$ cat src/logic/rtc_pkg.sv
/*
 * rtc_pkg: register map, field positions, reset values and divider counts
 * of the real-time clock divider with trim.
 * assumes: an 8-bit derivative register port and a 40 MHz system clock.
 */
package rtc_pkg;

   // ***************************************
   // register offsets
   // ***************************************
   localparam logic [7:0] RTC_CONTROL_OFF     = 8'h20;
   localparam logic [7:0] RTC_PERIOD_TRIM_OFF = 8'h21;
   localparam logic [7:0] RTC_EVT_STATUS_OFF  = 8'h22;
   localparam logic [7:0] RTC_EVT_MASK_OFF    = 8'h23;
   localparam logic [7:0] RTC_PORT_LINE_OFF   = 8'h24;

   // ***************************************
   // control register fields
   // ***************************************
   localparam int TICK_IRQ_EN_BIT       = 0;
   localparam int TICK_FLAG_BIT         = 1;
   localparam int TICK_SEL_BIT          = 2;
   localparam int RUN_BIT               = 3;
   localparam int SLOW_CLOCK_OUT_EN_BIT = 4;
   localparam int FACTORY_TEST_A_BIT    = 5;
   localparam int FACTORY_TEST_B_BIT    = 6;

   // event status and mask fields, port line fields
   localparam int EVT_SECOND_BIT = 0;
   localparam int EVT_MINUTE_BIT = 1;
   localparam int PORT_FF_BIT    = 0;
   localparam int PORT_LINE_BIT  = 1;

   // ***************************************
   // reset values
   // ***************************************
   localparam logic [7:0] RTC_CONTROL_RST     = 8'h00;
   localparam logic [7:0] RTC_PERIOD_TRIM_RST = 8'h00;
   localparam logic [1:0] RTC_EVT_RST         = 2'h0;
   localparam logic       PORT_FF_RST         = 1'b1;

   // ***************************************
   // timing
   // ***************************************
   localparam int          CLK_PERIOD_NS   = 25;
   localparam int          OSC_HZ          = 32768;
   localparam int          SECOND_S        = 1;
   localparam int          MINUTE_S        = 60;
   localparam int          PRESC_W         = 15;
   localparam logic [14:0] SEC_OSC_LAST    = 15'((OSC_HZ * SECOND_S) - 1);
   localparam logic [5:0]  MIN_SEC_LAST    = 6'((MINUTE_S / SECOND_S) - 1);
   localparam int          SYNC_W          = 3;

endpackage

$ cat src/logic/rtc_divider_trim.sv
/*
 * rtc_divider_trim: oscillator gating, second/minute divider chain with
 * minute trim, tick flag and interrupt, 16 kHz clock out on a shared port line,
 * and the derivative register port.
 * assumes: 40 MHz clk_in well above the 32768 Hz oscillator pin; the core's
 * global interrupt enable and stop-mode logic sit outside and take
 * ext_irq_out and wake_out as they would the external interrupt pin.
 */
// The plain strobed port was decided locally.
// Summary of operation
// - divide oscillator into second and minute ticks
// - tick select bit picks second or minute
// - hardware or software sets flag, software clears
// - flag requests interrupt only when enabled
// - tick request ored onto external interrupt
// - enabled tick request wakes core from stop
// - chain runs regardless of core sleep state
// - run bit low stops oscillator, clears chain
// - output enable puts 16 kHz on line
// - port reads and writes still work meanwhile
// - first second after minute recounts trim clocks
// - trim lengthens only every sixtieth second tick
// - minute equals sixty seconds plus trim/16384
// - control bit seven always reads zero
// - control register at 20H, resets 00H
// - trim register at 21H, resets 00H
module rtc_divider_trim
   import rtc_pkg::*;
(
   input  wire logic       clk_in,
   input  wire logic       resetn_in,
   input  wire logic [7:0] reg_addr_in,
   input  wire logic [7:0] reg_wdata_in,
   input  wire logic       reg_wr_in,
   input  wire logic       reg_rd_in,
   output logic      [7:0] reg_rdata_out,
   input  wire logic       osc_32k_in,
   output logic            osc_en_out,
   input  wire logic       external_irq_pin_in,
   output logic            ext_irq_out,
   output logic            wake_out,
   output logic            irq_out,
   input  wire logic       shared_port_line_in,
   output logic            shared_port_line_out,
   output logic            shared_port_line_oe_out
);
   import rtc_pkg::*;

   // ***************************************
   // decode helper
   // ***************************************
   function automatic logic reg_hit(input logic [7:0] addr, input logic [7:0] off);
      reg_hit = (addr == off);
   endfunction

   logic wr_ctrl;
   logic wr_trim;
   logic wr_status;
   logic wr_mask;
   logic wr_port;

   assign wr_ctrl   = reg_wr_in && reg_hit(reg_addr_in, RTC_CONTROL_OFF);
   assign wr_trim   = reg_wr_in && reg_hit(reg_addr_in, RTC_PERIOD_TRIM_OFF);
   assign wr_status = reg_wr_in && reg_hit(reg_addr_in, RTC_EVT_STATUS_OFF);
   assign wr_mask   = reg_wr_in && reg_hit(reg_addr_in, RTC_EVT_MASK_OFF);
   assign wr_port   = reg_wr_in && reg_hit(reg_addr_in, RTC_PORT_LINE_OFF);

   // ***************************************
   // pin synchronisers
   // ***************************************
   // bit 0 oscillator, bit 1 external interrupt, bit 2 shared line
   logic [SYNC_W-1:0] sync_a_r;
   logic [SYNC_W-1:0] sync_b_r;
   logic [SYNC_W-1:0] pin_raw;

   assign pin_raw = {shared_port_line_in, external_irq_pin_in, osc_32k_in};

   genvar gi;
   generate
      for (gi = 0; gi < SYNC_W; gi++) begin : g_sync
         always_ff @(posedge clk_in or negedge resetn_in) begin
            if (!resetn_in) begin
               sync_a_r[gi] <= 1'b0;
               sync_b_r[gi] <= 1'b0;
            end else begin
               sync_a_r[gi] <= pin_raw[gi];
               sync_b_r[gi] <= sync_a_r[gi];
            end
         end
      end
   endgenerate

   logic osc_d_r;
   always_ff @(posedge clk_in or negedge resetn_in) begin
      if (!resetn_in) osc_d_r <= 1'b0;
      else            osc_d_r <= sync_b_r[0];
   end

   // ***************************************
   // control and trim registers
   // ***************************************
   logic       tick_irq_en_r;
   logic       tick_flag_r;
   logic       tick_sel_r;
   logic       run_r;
   logic       slow_clock_out_en_r;
   logic [1:0] factory_test_r;
   logic [7:0] rtc_period_trim_r;
   logic       sec_tick;
   logic       min_tick;
   logic       tick_hw_set;

   always_ff @(posedge clk_in or negedge resetn_in) begin
      if (!resetn_in) begin
         tick_irq_en_r       <= RTC_CONTROL_RST[TICK_IRQ_EN_BIT];
         tick_sel_r          <= RTC_CONTROL_RST[TICK_SEL_BIT];
         run_r               <= RTC_CONTROL_RST[RUN_BIT];
         slow_clock_out_en_r <= RTC_CONTROL_RST[SLOW_CLOCK_OUT_EN_BIT];
         factory_test_r      <= RTC_CONTROL_RST[FACTORY_TEST_B_BIT:FACTORY_TEST_A_BIT];
      end else if (wr_ctrl) begin
         tick_irq_en_r       <= reg_wdata_in[TICK_IRQ_EN_BIT];
         tick_sel_r          <= reg_wdata_in[TICK_SEL_BIT];
         run_r               <= reg_wdata_in[RUN_BIT];
         slow_clock_out_en_r <= reg_wdata_in[SLOW_CLOCK_OUT_EN_BIT];
         // test bits are held for read-back only; they steer nothing here
         factory_test_r      <= reg_wdata_in[FACTORY_TEST_B_BIT:FACTORY_TEST_A_BIT];
      end
   end

   always_ff @(posedge clk_in or negedge resetn_in) begin
      if (!resetn_in)   rtc_period_trim_r <= RTC_PERIOD_TRIM_RST;
      else if (wr_trim) rtc_period_trim_r <= reg_wdata_in;
   end

   // the selected tick is the chain overflow on an oscillator rising edge
   assign tick_hw_set = tick_sel_r ? sec_tick : min_tick;

   // a hardware set in the same cycle as a software clear wins
   always_ff @(posedge clk_in or negedge resetn_in) begin
      if (!resetn_in)       tick_flag_r <= RTC_CONTROL_RST[TICK_FLAG_BIT];
      else if (tick_hw_set) tick_flag_r <= 1'b1;
      else if (wr_ctrl)     tick_flag_r <= reg_wdata_in[TICK_FLAG_BIT];
   end

   // ***************************************
   // oscillator and divider chain
   // ***************************************
   logic                osc_edge;
   logic [PRESC_W-1:0]  presc_r;
   logic [5:0]          sec_cnt_r;
   logic [7:0]          hold_cnt_r;
   logic                hold_now;

   // oscillator is gated off by the run bit, so no edge reaches the chain
   assign osc_en_out = run_r;
   assign osc_edge   = run_r && sync_b_r[0] && !osc_d_r;

   // repeat a 16 kHz clock while trim remains in the first second
   assign hold_now = (hold_cnt_r != 8'h00) && (sec_cnt_r == 6'h00) && presc_r[0];
   assign sec_tick = osc_edge && !hold_now && (presc_r == SEC_OSC_LAST);
   assign min_tick = sec_tick && (sec_cnt_r == MIN_SEC_LAST);

   always_ff @(posedge clk_in or negedge resetn_in) begin
      if (!resetn_in) begin
         presc_r <= '0;
      end else if (!run_r) begin
         presc_r <= '0;
      end else if (osc_edge) begin
         if (hold_now) presc_r <= {presc_r[PRESC_W-1:1], 1'b0};
         else          presc_r <= presc_r + 15'h0001;
      end
   end

   always_ff @(posedge clk_in or negedge resetn_in) begin
      if (!resetn_in)    sec_cnt_r <= 6'h00;
      else if (!run_r)   sec_cnt_r <= 6'h00;
      else if (min_tick) sec_cnt_r <= 6'h00;
      else if (sec_tick) sec_cnt_r <= sec_cnt_r + 6'h01;
   end

   // trim is loaded once per minute, so only one second in sixty stretches
   always_ff @(posedge clk_in or negedge resetn_in) begin
      if (!resetn_in)                hold_cnt_r <= 8'h00;
      else if (!run_r)               hold_cnt_r <= 8'h00;
      else if (min_tick)             hold_cnt_r <= rtc_period_trim_r;
      else if (osc_edge && hold_now) hold_cnt_r <= hold_cnt_r - 8'h01;
   end

   // ***************************************
   // tick interrupt onto the external path
   // ***************************************
   logic tick_req;

   assign tick_req    = tick_flag_r && tick_irq_en_r;
   assign ext_irq_out = tick_req || sync_b_r[1];
   // stop-mode wake uses the same merged request as the external pin
   assign wake_out    = ext_irq_out;

   // ***************************************
   // event status, mask and interrupt
   // ***************************************
   logic [1:0] evt_status_r;
   logic [1:0] evt_mask_r;
   logic [1:0] evt_set;

   assign evt_set = {min_tick, sec_tick};

   always_ff @(posedge clk_in or negedge resetn_in) begin
      if (!resetn_in)     evt_status_r <= RTC_EVT_RST;
      else if (wr_status) evt_status_r <= (evt_status_r & ~reg_wdata_in[1:0]) | evt_set;
      else                evt_status_r <= evt_status_r | evt_set;
   end

   always_ff @(posedge clk_in or negedge resetn_in) begin
      if (!resetn_in)   evt_mask_r <= RTC_EVT_RST;
      else if (wr_mask) evt_mask_r <= reg_wdata_in[1:0];
   end

   assign irq_out = |(evt_status_r & evt_mask_r);

   // ***************************************
   // shared port line
   // ***************************************
   logic port_ff_r;
   logic line_level;

   always_ff @(posedge clk_in or negedge resetn_in) begin
      if (!resetn_in)   port_ff_r <= PORT_FF_RST;
      else if (wr_port) port_ff_r <= reg_wdata_in[PORT_FF_BIT];
   end

   // open drain with pull-up: clock out bypasses the port flip-flop, so a flip-flop left low cannot clamp the clock
   assign line_level              = slow_clock_out_en_r ? presc_r[0] : port_ff_r;
   assign shared_port_line_out    = 1'b0;
   assign shared_port_line_oe_out = !line_level;

   // ***************************************
   // read port
   // ***************************************
   logic [7:0] rd_mux;

   always_comb begin
      rd_mux = 8'h00;
      if (reg_hit(reg_addr_in, RTC_CONTROL_OFF)) begin
         rd_mux = {1'b0, factory_test_r, slow_clock_out_en_r, run_r,
                   tick_sel_r, tick_flag_r, tick_irq_en_r};
      end else if (reg_hit(reg_addr_in, RTC_PERIOD_TRIM_OFF)) begin
         rd_mux = rtc_period_trim_r;
      end else if (reg_hit(reg_addr_in, RTC_EVT_STATUS_OFF)) begin
         rd_mux = {6'h00, evt_status_r};
      end else if (reg_hit(reg_addr_in, RTC_EVT_MASK_OFF)) begin
         rd_mux = {6'h00, evt_mask_r};
      end else if (reg_hit(reg_addr_in, RTC_PORT_LINE_OFF)) begin
         rd_mux = {6'h00, sync_b_r[2], port_ff_r};
      end
   end

   // data only in the cycle after the strobe; zero otherwise
   always_ff @(posedge clk_in or negedge resetn_in) begin
      if (!resetn_in)     reg_rdata_out <= 8'h00;
      else if (reg_rd_in) reg_rdata_out <= rd_mux;
      else                reg_rdata_out <= 8'h00;
   end
endmodule

$ cat config.mk
export PLATFORM = sky130hd
export DESIGN_NAME = rtc_divider_trim
export DESIGN_NICKNAME = d
export VERILOG_FILES = /design/src/logic/rtc_pkg.sv /design/src/logic/rtc_divider_trim.sv
export SDC_FILE = /design/constraint.sdc
export NUM_CORES = 1
export LEC_CHECK = 0
export ABC_AREA = 1
export BUFFER_PORTS_ARGS = -buffer_cell sky130_fd_sc_hd__buf_4
export CAP_MARGIN = 20
export CELL_PAD_IN_SITES_DETAIL_PLACEMENT = 1
export CELL_PAD_IN_SITES_GLOBAL_PLACEMENT = 2
export CORE_ASPECT_RATIO = 0.75
export CORE_MARGIN = 8
export CORE_UTILIZATION = 31
export DETAILED_ROUTE_END_ITERATION = 12
export HOLD_SLACK_MARGIN = 0.12
export PLACE_DENSITY_LB_ADDON = 0.1
export SLEW_MARGIN = 10
export SYNTH_ARGS = -nofsm -noshare
export SYNTH_HDL_FRONTEND = slang
export SYNTH_SLANG_ARGS = --single-unit
$ cat constraint.sdc
create_clock -name clk_in -period 1.7 [get_ports clk_in]
set_input_delay 0.34 -clock clk_in [delete_from_list [all_inputs] [get_ports clk_in]]
set_output_delay 0.34 -clock clk_in [all_outputs]
set_load 0.05 [all_outputs]
==> results by group <==
Layout
  – # fillers: 1,289
  – Multi-input gate area: 1690 µm²
  – Area Growth Syn to Fin: 45.0%
  – Finished Layout Cells: 682
  – Layout cells sized above 1: 0.327
  – Storage cell area: 1600 µm²
  – Fin util: 0.456
  – Number of diodes: 0
  – Nets: 565

Drt
  – Iter 0 DRT Violations: 145
  – DRT Pass-1 Iters: 4
  – Routed wire per std cell: 16.9 µm
  – Vias: 3,252
  – DRC viols: 0
  – Via density: 4.77
  – Drt total wl: 11,500 µm
  – Routed Antenna Nets: 0

Floorplan
  – # rows: 33
  – Total core area: 10,800 µm²
  – Die X: 137 µm
  – Io pins: 37
  – Die height: 107 µm
  – Starting Density: 0.315
  – Die area: 14,600 µm²

Worst setup path
  – Startpoint types: register
  – Required @ worst endpoint: 1.93 ns
  – WP data arrival: 1.98 ns
  – CP Max Fanout: 6
  – Crit path kind: reg -> reg
  – Nature of the critical path endpoint: register

Power
  – VDD IR max: 0.424 mV
  – Seq pwr share: 0.393
  – Clock share of power: 0.545
  – Leak Pwr: 2.35 nW
  – Switching power: 0.901 mW
  – Sw frac: 0.224
  – Pwr/cell area: 818 nW/µm²
  – Pint: 3.12 mW
  – Combinational power share: 0.062

Clock network
  – CTS tree: yes
  – Htree depth: 3
  – CTS Buf Count: 9
  – Root Buffer Master: clkbuf_16
  – Clock Sink Count: 64
  – Worst-Skew Late Latency: 0.34 ns
  – Clk pin slew, worst setup/hold paths: 0.06 ns
  – Maximum root-to-sink buffer count: 2

STA
  – Number of setup violations in the final report: 10
  – RSZ-0062 raised after global routing: true
  – Max-slew violation count: 0
  – Period utilization: 1.03
  – Max Clk Rate: 0.571 GHz
  – Setup Skew: 0.00622 ns
  – Crit path time final: 1.75 ns
  – Final hold violations: 0
  – Setup WS post-layout: -0.0506 ns

Job
  – Maxcap violations: 0

Yosys
  – Share of the synthesized area in the top cell type: 0.465
  – Cells after Synth: 433
  – Avg Cell Area, Syn: 7.83 µm²
  – Synth area leaders: dfrtp_1, nand2_1, inv_1
  – Most area-hungry cell type in the Yosys netlist: dfrtp_1
  – Yosys reg bits: 64
  – Leading register cell type out of synthesis: dfrtp_1
  – Sequential area share after synthesis: 0.473
  – Yosys warns: 0
  – Post-synth EDFFs: 0
  – Count leader, synth: nand2_1
  – Post-synth ARST share: 1.00
  – Commonest cells post-synth: nand2_1, dfrtp_1, inv_1, o21ai_0
  – Synth unique cells: 31
  – Net Count, Synth: 461
  – Cell Area, Synth: 3390 µm²

Outcome
  – Run status: finished with violations
  – Failing checks: setup timing

Global routing
  – Vias in the first global route: 3,544
  – First-pass GRT wire length: 18,600 µm
  – Initial antenna violation count: 0
  – Total GRT Usage: 0.166
  – Total gr overflow: 0
  – Largest net degree at the start of global routing: 30

Hold path
  – Worst min path class: in -> reg

Place
  – Input/output buffers: 35
  – Placed cell count: 646
  – Dpl ws: -0.0986 ns
  – Hpwl dp: 8240 µm
  – GPL Wtd Cong: 0.768
[through the flow]
| step | setup TNS, ns | instance area (µm²) | power (mW) | hold slack, ns |
|---|---|---|---|---|
| after floorplan | 0 | 3390 | 1.71 | 0.0444 |
| after CTS | -0.514 | 4730 | 4.06 | 0.257 |
| final | -0.333 | 4920 | 4.02 | 0.267 |
| after global placement | -0.749 | 4180 | 1.84 | 0.287 |
| after global routing | -2.22 | 4920 | 4.15 | 0.284 |
| after detailed placement | -1.06 | 4180 | 1.84 | 0.286 |
[critical path: stages (launching register included)]
cell and delay [ns]:
dfrtp_1 0.36, ha_2 0.20, nand2_2 0.08, nor2_4 0.14
nand2_4 0.09, nor2_4 0.14, nand4_4 0.21, buf_12 0.22
nand2_1 0.05, o21ai_1 0.06, nand2_1 0.06, nand2_1 0.05
[routing by layer]
layer | up-vias | track usage | wire [µm] | part of all wire
met2 | 65 | 0.240 | 4970 | 0.43
met3 | 13 | 0.0402 | 629 | 0.055
li1 | 1607 | - | - | -
met4 | 0 | 0.0487 | 143 | 0.012
met1 | 1567 | 0.240 | 5780 | 0.50
met5 | - | 0 | 0 | 0
[registers in the layout (all words and copies together) (netlist names), 2 cells and up]
signal             flops
evt_mask_r             2
evt_status_r           2
factory_test_r         2
hold_cnt_r             8
presc_r               15
reg_rdata_out          8
rtc_period_trim_r      8
sec_cnt_r              6
sync_a_r               3
sync_b_r               3
[power by group through the flow]
stage | logic, mW | registers [mW] | clock network [mW]
after global placement | 0.233 | 1.61 | 0
after floorplan | 0.105 | 1.60 | 0
after global routing | 0.278 | 1.58 | 2.29
after CTS | 0.248 | 1.58 | 2.23
after detailed placement | 0.236 | 1.61 | 0
final | 0.250 | 1.58 | 2.19
[repair_timing]
action | CTS | global route
setup buffers | 8 | 7
hold endpoints to repair | 27 | 0
pin swaps | 9 | 17
hold buffers | 4 | 0
gates resized for setup | 23 | 43
cloned | 2 | 0
setup endpoints to repair | 23 | 32
[worst paths after layout]
kind	startpoint	end	slack, ns	depth (start not counted)
min in group asynchronous	resetn_in	rtc_period_trim_r[6]	0.46	2
worst min register to register	sync_a_r[1]	sync_b_r[1]	0.35	0
worst min-delay path	reg_wdata_in[6]	factory_test_r[1]	0.27	3
worst max register to register	presc_r[0]	hold_cnt_r[2]	-0.05	11
worst max-delay path	presc_r[0]	hold_cnt_r[2]	-0.05	11
max in group asynchronous	resetn_in	presc_r[6]	0.73	3
[cell families after synthesis]
group | Yosys count | synth area share
xor+xnor | 10 | 0.0258
flops | 64 | 0.473
buf+inv | 69 | 0.0823
simple gates | 223 | 0.304
compound gates | 61 | 0.0959
fa+ha+maj | 5 | 0.0184
other cells | 1 | 0.00111
[final cells by class]
cell class                      instances  area share
Multi-Input combinational cell        300       0.343
Clock inverter                          5      0.0211
Timing Repair Buffer                  104       0.180
Inverter                               58      0.0448
Tap cell                              140      0.0356
Sequential cell                        64       0.326
Clock buffer                           11      0.0494
[placed cells by master (no fill, tap or decap), types with 9 or more instances in the layout]
cell	netlist	routed
nand2_1	109	99
buf_4	2	88
dfrtp_1	63	62
inv_1	55	48
o21ai_0	33	28
nor2_1	32	26
nand3_1	32	26
nand4_1	18	18
a21oi_1	14	13
o21ai_1	10	12
nor3_1	12	11
nand2_2	5	10
clkbuf_16	0	10
inv_2	3	9
nor2_4	4	9
xor2_1	9	9
(Power assumes the default switching activity.)
